[src/hdl/fmt_consts.svh]
// Offsets, field positions and reset values of the pixel output formatter
`ifndef FMT_CONSTS_SVH
`define FMT_CONSTS_SVH
`define FMT_ADDR_W       12
`define FMT_CTRL_OFS     12'h000
`define FMT_STATUS_OFS   12'h004
`define FMT_LINES_OFS    12'h008
`define FMT_MODE_LSB     0
`define FMT_MODE_W       3
`define FMT_CLK80_BIT    8
`define FMT_ENABLE_BIT   16
`define FMT_MODE_RST     3'h0
`define FMT_CLK80_RST    1'b0
`define FMT_ENABLE_RST   1'b0
`define FMT_ST_INLINE    0
`define FMT_ST_MODE_LSB  4
`define FMT_ST_CLK80     8
`define FMT_SAMPLE_W     12
`define FMT_MAX_TAPS     8
`define FMT_SER_W        24
`endif

[src/hdl/fmt_pkg.sv]
// Types shared by the pixel output formatter
package fmt_pkg;
  typedef enum logic [2:0] {
    MODE_2T8  = 3'b000,
    MODE_2T10 = 3'b001,
    MODE_2T12 = 3'b010,
    MODE_4T8  = 3'b011,
    MODE_4T10 = 3'b100,
    MODE_4T12 = 3'b101,
    MODE_8T8  = 3'b110
  } mode_t;
  typedef enum logic [1:0] {
    DEPTH_8  = 2'b00,
    DEPTH_10 = 2'b01,
    DEPTH_12 = 2'b10
  } depth_t;
  typedef enum logic [0:0] {
    LINE_IDLE = 1'b0,
    LINE_BUSY = 1'b1
  } line_state_t;
endpackage : fmt_pkg

[src/hdl/pixel_output_formatter.sv]
// Multi-tap pixel output formatter with APB control registers
//
// Function
// - Two, four or eight pixels leave per pixel-clock cycle depending on tap count.
// - Pixel clock speed selectable between 40 MHz and 80 MHz.
// - Two and four taps at 8, 10, 12 bits; eight taps at 8 only.
// - Two-tap twelve-bit: two 12-bit pixels plus line-valid and data-valid per cycle.
// - Two-tap formats use only the first serializer port, others stay idle.
// - Data and qualifiers launch on each pixel clock rising edge.
// - A word is valid only when line-valid and data-valid are both high.
// - Ten-bit formats drop the two low bits of each sample.
// - Eight-bit formats drop the four low bits of each sample.
// - Software mode field selects tap count and pixel depth.
// - Pixel depth never changes line-valid delay or frame timing.
// - More taps means proportionally fewer cycles per line.
// - Line-valid and data-valid low on every cycle without a valid pixel.
// - Line-valid and data-valid rise together with the first pixel pair.
// - First stream odd pixels, second stream even pixels, advancing by two.
//
// Our own choices: the placing of the registers and register access over APB.
`timescale 1ns/100ps
`default_nettype none
`include "fmt_consts.svh"

module pixel_output_formatter
  import fmt_pkg::*;
(
  // Clock and reset
  input  wire logic                         SYS_CLK,
  input  wire logic                         RST_N,
  // APB slave
  input  wire logic                         PSEL,
  input  wire logic                         PENABLE,
  input  wire logic                         PWRITE,
  input  wire logic [`FMT_ADDR_W-1:0]       PADDR,
  input  wire logic [31:0]                  PWDATA,
  output logic      [31:0]                  PRDATA,
  output logic                              PREADY,
  output logic                              PSLVERR,
  // Pixel source, sample k of a beat in bits [12k+11:12k]
  input  wire logic                         PIX_VALID,
  input  wire logic                         PIX_LAST,
  input  wire logic [`FMT_MAX_TAPS*12-1:0]  PIX_DATA,
  output logic                              PIX_READY,
  // Link pixel clock from the link transmitter
  input  wire logic                         PCLK_IN,
  // Link outputs
  output logic      [`FMT_SER_W-1:0]        SER_X_DATA,
  output logic      [`FMT_SER_W-1:0]        SER_Y_DATA,
  output logic      [`FMT_SER_W-1:0]        SER_Z_DATA,
  output logic                              LINE_VALID,
  output logic                              DATA_VALID,
  output logic                              SER_X_CLK,
  output logic                              SER_YZ_CLK,
  output logic                              CLK_SEL_80
);

  // ****************************************
  // Helpers
  // ****************************************
  function automatic depth_t depth_of(input mode_t m);
    case (m)
      MODE_2T10, MODE_4T10: depth_of = DEPTH_10;
      MODE_2T12, MODE_4T12: depth_of = DEPTH_12;
      default:              depth_of = DEPTH_8;
    endcase
  endfunction

  function automatic logic [3:0] taps_of(input mode_t m);
    case (m)
      MODE_4T8, MODE_4T10, MODE_4T12: taps_of = 4'h4;
      MODE_8T8:                       taps_of = 4'h8;
      default:                        taps_of = 4'h2;
    endcase
  endfunction

  function automatic logic mode_ok(input logic [2:0] v);
    mode_ok = (v <= 3'h6);
  endfunction

  // Packs two samples into ports A, B, C of one serializer
  function automatic logic [23:0] pack2(input depth_t d, input logic [11:0] s0,
                                        input logic [11:0] s1);
    logic [11:0] p0;
    logic [11:0] p1;
    p0 = 12'h000;
    p1 = 12'h000;
    case (d)
      DEPTH_12: begin
        pack2 = {s1[7:0], s1[11:8], s0[11:8], s0[7:0]};
      end
      DEPTH_10: begin
        p0 = {2'b00, s0[11:2]};
        p1 = {2'b00, s1[11:2]};
        pack2 = {p1[7:0], 2'b00, p1[9:8], 2'b00, p0[9:8], p0[7:0]};
      end
      default: begin
        p0 = {4'h0, s0[11:4]};
        p1 = {4'h0, s1[11:4]};
        pack2 = {8'h00, p1[7:0], p0[7:0]};
      end
    endcase
  endfunction

  function automatic logic [7:0] top8(input logic [11:0] s);
    top8 = s[11:4];
  endfunction

  // ****************************************
  // Registers
  // ****************************************
  logic [2:0]  mode_r, mode_nxt;
  logic        clk80_r, clk80_nxt;
  logic        enable_r, enable_nxt;
  logic [15:0] lines_r, lines_nxt;
  logic        access;
  logic        hit_ctrl, hit_status, hit_lines;

  assign access     = PSEL & PENABLE;
  assign hit_ctrl   = (PADDR == `FMT_CTRL_OFS);
  assign hit_status = (PADDR == `FMT_STATUS_OFS);
  assign hit_lines  = (PADDR == `FMT_LINES_OFS);
  assign PREADY     = 1'b1;
  assign PSLVERR    = access & ~(hit_ctrl | hit_status | hit_lines);

  // ****************************************
  // Link clock edge finder
  // ****************************************
  logic pclk_s1_r, pclk_s2_r, pclk_s3_r;
  logic pclk_rise;

  always_ff @(posedge SYS_CLK or negedge RST_N) begin
    if (!RST_N) begin
      pclk_s1_r <= 1'b0;
      pclk_s2_r <= 1'b0;
      pclk_s3_r <= 1'b0;
    end else begin
      pclk_s1_r <= PCLK_IN;
      pclk_s2_r <= pclk_s1_r;
      pclk_s3_r <= pclk_s2_r;
    end
  end

  assign pclk_rise = pclk_s2_r & ~pclk_s3_r;

  // ****************************************
  // Line sequencer
  // ****************************************
  line_state_t state_r, state_nxt;
  mode_t       act_mode_r, act_mode_nxt;
  logic [23:0] ser_x_r, ser_x_nxt;
  logic [23:0] ser_y_r, ser_y_nxt;
  logic [23:0] ser_z_r, ser_z_nxt;
  logic        lval_r, lval_nxt;
  logic        dval_r, dval_nxt;
  logic        clk_x_r, clk_yz_r;
  logic        take;
  logic        tail_r, tail_nxt;
  depth_t      dep;
  logic [11:0] smp [0:7];

  always_comb begin
    for (int i = 0; i < 8; i++) begin
      smp[i] = PIX_DATA[12*i +: 12];
    end
  end

  assign dep       = depth_of(act_mode_r);
  // The rise after a line's last beat is refused so both qualifiers drop between lines
  assign PIX_READY = pclk_rise & enable_r & ~tail_r;
  assign take      = PIX_READY & PIX_VALID;

  always_comb begin
    state_nxt    = state_r;
    act_mode_nxt = act_mode_r;
    ser_x_nxt    = ser_x_r;
    ser_y_nxt    = ser_y_r;
    ser_z_nxt    = ser_z_r;
    lval_nxt     = lval_r;
    dval_nxt     = dval_r;
    lines_nxt    = lines_r;
    tail_nxt     = tail_r;
    // Waits for the qualifiers to drop so the last word keeps its format
    if (state_r == LINE_IDLE && !take && !lval_r) begin
      act_mode_nxt = mode_t'(mode_r);
    end
    if (pclk_rise) begin
      tail_nxt = take & PIX_LAST;
      lval_nxt = take;
      dval_nxt = take;
      if (take) begin
        // Beat uses the mode latched while idle
        ser_x_nxt = pack2(dep, smp[0], smp[1]);
        ser_y_nxt = 24'h000000;
        ser_z_nxt = 24'h000000;
        case (taps_of(act_mode_r))
          4'h4: ser_y_nxt = pack2(dep, smp[2], smp[3]);
          4'h8: begin
            ser_x_nxt = {top8(smp[2]), top8(smp[1]), top8(smp[0])};
            ser_y_nxt = {top8(smp[5]), top8(smp[4]), top8(smp[3])};
            ser_z_nxt = {8'h00, top8(smp[7]), top8(smp[6])};
          end
          default: ser_y_nxt = 24'h000000;
        endcase
        state_nxt = PIX_LAST ? LINE_IDLE : LINE_BUSY;
        if (PIX_LAST) begin
          lines_nxt = lines_r + 16'h0001;
        end
      end else begin
        ser_x_nxt = 24'h000000;
        ser_y_nxt = 24'h000000;
        ser_z_nxt = 24'h000000;
      end
    end
    if (!enable_r) begin
      state_nxt = LINE_IDLE;
    end
    if (access && PWRITE && hit_lines) begin
      lines_nxt = 16'h0000;
    end
  end

  always_ff @(posedge SYS_CLK or negedge RST_N) begin
    if (!RST_N) begin
      state_r    <= LINE_IDLE;
      act_mode_r <= MODE_2T8;
      ser_x_r    <= 24'h000000;
      ser_y_r    <= 24'h000000;
      ser_z_r    <= 24'h000000;
      lval_r     <= 1'b0;
      dval_r     <= 1'b0;
      lines_r    <= 16'h0000;
      clk_x_r    <= 1'b0;
      clk_yz_r   <= 1'b0;
      tail_r     <= 1'b0;
    end else begin
      state_r    <= state_nxt;
      act_mode_r <= act_mode_nxt;
      ser_x_r    <= ser_x_nxt;
      ser_y_r    <= ser_y_nxt;
      ser_z_r    <= ser_z_nxt;
      lval_r     <= lval_nxt;
      dval_r     <= dval_nxt;
      lines_r    <= lines_nxt;
      tail_r     <= tail_nxt;
      clk_x_r    <= pclk_s3_r;
      clk_yz_r   <= pclk_s3_r & (taps_of(act_mode_r) != 4'h2);
    end
  end

  assign SER_X_DATA = ser_x_r;
  assign SER_Y_DATA = ser_y_r;
  assign SER_Z_DATA = ser_z_r;
  assign LINE_VALID = lval_r;
  assign DATA_VALID = dval_r;
  assign SER_X_CLK  = clk_x_r;
  assign SER_YZ_CLK = clk_yz_r;
  assign CLK_SEL_80 = clk80_r;

  // ****************************************
  // Control register writes and reads
  // ****************************************
  always_comb begin
    mode_nxt   = mode_r;
    clk80_nxt  = clk80_r;
    enable_nxt = enable_r;
    if (access && PWRITE && hit_ctrl) begin
      if (mode_ok(PWDATA[`FMT_MODE_LSB +: `FMT_MODE_W])) begin
        mode_nxt = PWDATA[`FMT_MODE_LSB +: `FMT_MODE_W];
      end
      clk80_nxt  = PWDATA[`FMT_CLK80_BIT];
      enable_nxt = PWDATA[`FMT_ENABLE_BIT];
    end
  end

  always_ff @(posedge SYS_CLK or negedge RST_N) begin
    if (!RST_N) begin
      mode_r   <= `FMT_MODE_RST;
      clk80_r  <= `FMT_CLK80_RST;
      enable_r <= `FMT_ENABLE_RST;
    end else begin
      mode_r   <= mode_nxt;
      clk80_r  <= clk80_nxt;
      enable_r <= enable_nxt;
    end
  end

  always_comb begin
    PRDATA = 32'h00000000;
    if (access && !PWRITE) begin
      if (hit_ctrl) begin
        PRDATA[`FMT_MODE_LSB +: `FMT_MODE_W] = mode_r;
        PRDATA[`FMT_CLK80_BIT]              = clk80_r;
        PRDATA[`FMT_ENABLE_BIT]             = enable_r;
      end else if (hit_status) begin
        PRDATA[`FMT_ST_INLINE]                 = (state_r == LINE_BUSY);
        PRDATA[`FMT_ST_MODE_LSB +: `FMT_MODE_W] = act_mode_r;
        PRDATA[`FMT_ST_CLK80]                  = clk80_r;
      end else if (hit_lines) begin
        PRDATA[15:0] = lines_r;
      end
    end
  end

endmodule // pixel_output_formatter
`default_nettype wire

[config.mk]
export PLATFORM = sky130hd
export DESIGN_NAME = pixel_output_formatter
export DESIGN_NICKNAME = d
export VERILOG_FILES = /design/src/hdl/fmt_pkg.sv /design/src/hdl/pixel_output_formatter.sv
export VERILOG_INCLUDE_DIRS = /design/src /design/src/hdl
export SDC_FILE = /design/constraint.sdc
export NUM_CORES = 1
export LEC_CHECK = 0
export ABC_CLOCK_PERIOD_IN_PS = 4400
export BUFFER_PORTS_ARGS = -buffer_cell sky130_fd_sc_hd__buf_2
export CORE_MARGIN = 2
export CORE_UTILIZATION = 45
export DETAILED_ROUTE_END_ITERATION = 8
export GPL_TIMING_DRIVEN = 0
export PLACE_DENSITY_LB_ADDON = 0.3
export SYNTH_ARGS = -nofsm -noshare
export SYNTH_HDL_FRONTEND = slang
export SYNTH_SLANG_ARGS = --single-unit
[constraint.sdc]
create_clock -name SYS_CLK -period 4.4 [get_ports SYS_CLK]
set_clock_uncertainty 0.1 [all_clocks]
set_input_delay 0 -clock SYS_CLK [delete_from_list [all_inputs] [get_ports SYS_CLK]]
set_output_delay 0 -clock SYS_CLK [all_outputs]
set_load 0.02 [all_outputs]
; ---- After elaboration in Yosys (flattened, before gate mapping)
; Cells that the tools add are included.
[word_totals]
ramBits = 0
reg_bits = 104
rom_bits = 0
word_cells = 99
latchBits = 0
out_inout_bits = 112
mem_count = 0
[classes]
addsub = 1
n_lt_le_gt_ge = 1
mul = 0
div = 0
eq_ne = 15
n_mux = 33
shifts = 0
reduce_logical = 19
bitwise_logic = 14
[ops]
columns = operator, count
row1 = one-hot mux 24 bit (2 select lines), 3
row2 = two-way mux 16 bit, 6
row3 = two-way mux 24 bit, 4
row4 = two-way mux 17 bit, 1
row5 = adder 16 x 1 -> 16 bit (second input constant), 1
row6 = two-way mux 7 bit, 2
row7 = == test 12 x 3 -> 1 bit (second input constant), 1
row8 = == test 12 x 4 -> 1 bit (second input constant), 1
row9 = zero test 12 bit, 1
row10 = == test 3 bit (second input constant), 3
row11 = two-way mux 1 bit, 9
row12 = two-way mux 3 bit, 3
row13 = bitwise AND 1 bit, 8
row14 = two-way mux 4 bit, 2
row15 = one-hot mux 4 bit (2 select lines), 1
row16 = == test 3 x 2 -> 1 bit (second input constant), 2
row17 = logical AND 1 bit, 6
row18 = nonzero test 2 bit, 3
row19 = two-way mux 5 bit, 1
row20 = == test 4 x 3 -> 1 bit (second input constant), 1
row21 = == test 4 bit (second input constant), 1
row22 = != test 2 x 1 -> 1 bit (second input constant), 2
row23 = != test 4 x 2 -> 1 bit (second input constant), 1
row24 = inverter 1 bit, 4
row25 = other kinds (11), 16

; ---- Longest topological paths before layout
[depth]
depth_word = 10
mapped_depth = 9
ltp_nobuf = 8

; ---- Worst setup path before layout
; Ideal clock, no wire load.
[synth_timing]
kind = flip-flop to flip-flop
startpoint = register act_mode_r[0]
endpoint = register ser_x_r[8] (netlist: SER_X_DATA[8])
period_less_slack_ns = 2.193
t_required_ns = 4.167
setup_ns = 0.133
stages_incl_launch_ff = 10
t_arrival_ns = 1.960
setup_slack_ns = 2.207
n_path_buf = 2
cell_sequence = dfrtp_1 > nand2b_1 > o22ai_1 > ha_1 > clkbuf_1 > nor2_1 > clkbuf_1 > nand2_1 > o21ai_0 > o21ai_0
[synth_between]
elab_chain_cells = 8
[synth_rtl]
columns = item, line_no
row1 = from (decl), pixel_output_formatter.sv:150  ; mode_t act_mode_r, act_mode_nxt;
row2 = from (signal assigned), pixel_output_formatter.sv:238  ; act_mode_r <= act_mode_nxt;
row3 = == test 3 x 2 -> 1 bit or == test 3 bit (tied branches), "pixel_output_formatter.sv:70, pixel_output_formatter.sv:62"
row4 = OR reduction 3 bit, pixel_output_formatter.sv:70  ; case (m)
row5 = one-hot mux 4 bit (2 select lines), pixel_output_formatter.sv:70
row6 = two-way mux 4 bit, pixel_output_formatter.sv:191  ; if (take) begin
row7 = two-way mux 4 bit, pixel_output_formatter.sv:187  ; if (pclk_rise) begin
row8 = == test 4 bit, pixel_output_formatter.sv:196  ; case (taps_of(act_mode_r))
row9 = two-way mux 24 bit (*), pixel_output_formatter.sv:196
row10 = two-way mux 24 bit (*), pixel_output_formatter.sv:191
row11 = to (signal assigned), pixel_output_formatter.sv:239  ; ser_x_r <= ser_x_nxt;
row12 = to (decl), pixel_output_formatter.sv:151  ; logic [23:0] ser_x_r, ser_x_nxt;
; Every way passes the cells marked *; elsewhere a longest branch is shown, timed or not. The select of a mux whose other input is x is not followed.
; A chain may end at the register's enable or synchronous reset.

; ---- Worst setup path in the final report
[layout_timing]
startpoint = register act_mode_r[0]
endpoint = register ser_x_r[3] (netlist: SER_X_DATA[3])
; Same word-level chain as after synthesis.

==> impl_metrics.py <==
metrics = {
    "finish": {
        "syn_to_final_growth_pct": 46.84,
        "antenna_cells": 0,
        "nNetsFinal": 1029,
        "multiInputGateArea_mm2": 0.002446,
        "drive_above_1_share_pct": 27.73,
        "fin_util_pct": 67.04,
        "fill_cells": 904,
        "regArea_mm2": 0.002402,
    },
    "clock_tree": {
        "clock_path_buffers": 2,
        "tritoncts": "done",
        "cts_buffers": 9,
        "cts.sink_count": 96,
        "cts_root_buf": "clkbuf_16",
        "clkSlewWorstSetupHoldPaths_ps": 70,
        "cts_htree_levels": 3,
        "clock_latency_ps": 350,
        "post_cts_resized": 0,
    },
    "min_path": {
        "hp-start": "PIX_DATA[15]",
        "holdPathEnd": "SER_X_DATA[19]",
        "hold_depth": 4,
        "hold_class": "in2reg",
    },
    "global_routing": {
        "grt_pass1_wl_um": 28080,
        "grt_max_degree": 58,
        "gr-total-overflow": 0,
        "grt_usage_pct": 28.10,
        "grt_pass1_vias": 5857,
        "antenna_found_initial": 0,
    },
    "logic_synthesis": {
        "yosysSeqAreaShare_pct": 46.48,
        "async_flop_share_pct": 100.0,
        "yosys.cell_types.count": 48,
        "syn_area_per_cell_um2": 9.164,
        "synth_common_cells": "dfrtp_1, nand2_1, o21ai_0",
        "netlist_instances": 564,
        "ys_ff_latch": 96,
        "yosysMostFrequentCell": "dfrtp_1",
        "yosys.area.top_type": "dfrtp_1",
        "synthFlopType": "dfrtp_1",
        "yosysTopAreaCellShare_pct": 46.48,
        "yosysWarningCount": 0,
        "synth_area_leaders": "dfrtp_1, a22oi_1, o21ai_0",
        "syn_area_mm2": 0.005169,
        "synth_edf_count": 0,
    },
    "floorplanning": {
        "die_area_mm2": 0.01236,
        "core-area_mm2": 0.01132,
        "io_pins": 260,
        "die_h_um": 111.2,
        "start_util_pct": 45.66,
        "std_cell_rows": 39,
        "fp.dieW_um": 111.2,
    },
    "detailed_routing": {
        "antenna_left": 0,
        "vias": 5675,
        "post_drt_wl_per_cell_um": 16.91,
        "drc": 0,
        "drt-total-wl_um": 17300,
        "dr.pass1.iters": 5,
        "viasPerCell": 5.547,
        "drtIter0Drc": 376,
    },
    "worst_setup_path": {
        "r2r-start": "act_mode_r[0]",
        "cp_max_fo": 10,
        "critical_path_required_ps": 4520,
        "r2r_cells": 10,
        "crit_path_end_kind": "flop",
        "arrival_ps": 3440,
        "r2r_slack_ps": 1080,
        "crit_path_start_kind": "flop",
        "criticalPathCategory": "reg2reg",
        "worstReg2RegEnd": "SER_X_DATA[3]",
    },
    "timing": {
        "totalNegativeSetupSlack_ps": 0,
        "rsz0062_at_grt": "no",
        "maxSlewViolCount": 0,
        "layout_worst_path_cycle_share_pct": 75.49,
        "post-route-min-period_ps": 3321,
        "tightest_slew_ps": 573.0,
        "finalHoldViolCount": 0,
        "fmax_ghz": 0.3011,
        "max_slew_margin_pct": 61.63,
        "setup_viol": 0,
    },
    "run_status": {
        "status": "finished, final reports clean",
    },
    "run": {
        "cap_violations": 0,
    },
    "place": {
        "place.gp.congestion": 0.8650,
        "port-buffer-count": 190,
        "hpwlAfterDp_um": 11930,
    },
    "power_and_ir_drop": {
        "vdd_ir_drop_max_mv": 0.1863,
        "p_per_area_mw_per_mm2": 252.7,
        "cellLeakagePower_nw": 3.730,
    },
}
-- cell type report --
type                    instances  area share, %
clock inverters                 5         0.7254
repair buffers                278          24.40
flip-flops and latches         96          31.65
clock buffers                  11          3.330
plain buffers                  64          4.418
inverters                      18         0.8902
well taps                     143          2.357
multi-input cells             408          32.23
-- worst max-delay path by stage --
stage	slack, ps	startpoint	endpoint
after floorplan	2210	act_mode_r[0]	SER_X_DATA[8]
after detailed placement	1660	act_mode_r[0]	SER_X_DATA[6]
after CTS	1160	act_mode_r[0]	SER_X_DATA[3]
after global placement	1750	act_mode_r[0]	SER_X_DATA[8]
final	1080	act_mode_r[0]	SER_X_DATA[3]
after global routing	830	act_mode_r[0]	SER_X_DATA[3]
-- through the flow --
step                setup slack, ps  hold slack, ps  instances  area, um^2  power [mW]
floorplan                      2207          -395.6        586        5251      0.9676
global placement               1747           10.87        919        6381       1.053
detailed placement             1663          -74.83        920        6411       1.060
CTS                            1156           11.72       1023        7590       1.923
global route                  833.1           50.42       1023        7590       1.989
finish                         1079           17.62       1023        7590       1.918
-- flip-flops by register name (all words and copies together) (netlist names) --
signal      cells
SER_X_DATA     24
SER_Y_DATA     24
SER_Z_DATA     16
lines_r        16
act_mode_r      3
mode_r          3
CLK_SEL_80      1
DATA_VALID      1
SER_X_CLK       1
SER_YZ_CLK      1
enable_r        1
pclk_s1_r       1
pclk_s2_r       1
pclk_s3_r       1
state_r         1
tail_r          1
-- timing repair --
| item | in CTS | in global routing |
|---|---|---|
| buffers inserted | 0 | 0 |
| hold buffers | 87 | 0 |
| hold endpoints to repair | 135 | 0 |
-- per-layer routing --
metal | share of wire (%) | global-route usage (%) | vias to the layer above
li1 | - | - | 2624
met1 | 37 | 32.58 | 2687
met2 | 52 | 49.43 | 311
met3 | 7.9 | 6.506 | 53
met4 | 3.0 | 12.59 | 0
met5 | 0 | 0 | -
-- cells in the final DEF, fill, tap and decap left out, types with 7 or more instances in the layout --
cell type,netlist,final
buf_2,1,190
dfrtp_1,96,96
dlygate4sd3_1,0,87
nand2_1,71,71
o21ai_0,59,59
a22oi_1,43,43
clkbuf_1,34,34
a21oi_1,32,32
nor2_1,30,30
buf_4,25,26
a22o_1,24,24
conb_1,2,24
inv_1,18,18
and3_1,11,11
a221oi_1,10,10
clkbuf_16,0,9
nor2b_1,8,8
nand3_1,7,7
xnor2_1,7,7
-- worst max-delay path, stage by stage, from the launching register on --
cell,delay (ps)
dfrtp_1,460
nand2b_1,190
o22ai_1,260
ha_1,300
clkbuf_1,220
nor2_1,400
clkbuf_1,410
nand2_1,100
o21ai_0,110
dlygate4sd3_1,570
o21ai_0,70
-- power breakdown --
group,total (mW),leakage (nW),internal [mW],switching (mW)
Clock,0.817,0.148,0.470,0.347
Combinational,0.215,2.25,0.105,0.109
Sequential,0.886,1.33,0.884,0.00196
-- cells by family (layout without fill, tap and decap cells) --
logic type / after synthesis / in the layout / share of synthesized area (%)
fa+ha+maj: 6 / 6 / 1.452
other cells: 2 / 24 / 0.1453
simple gates: 171 / 171 / 16.49
mux: 9 / 9 / 1.888
xor+xnor: 10 / 10 / 1.695
compound gates: 188 / 188 / 24.06
flops: 96 / 96 / 46.48
buf+inv: 82 / 376 / 7.794
(Power assumes the default switching activity.)
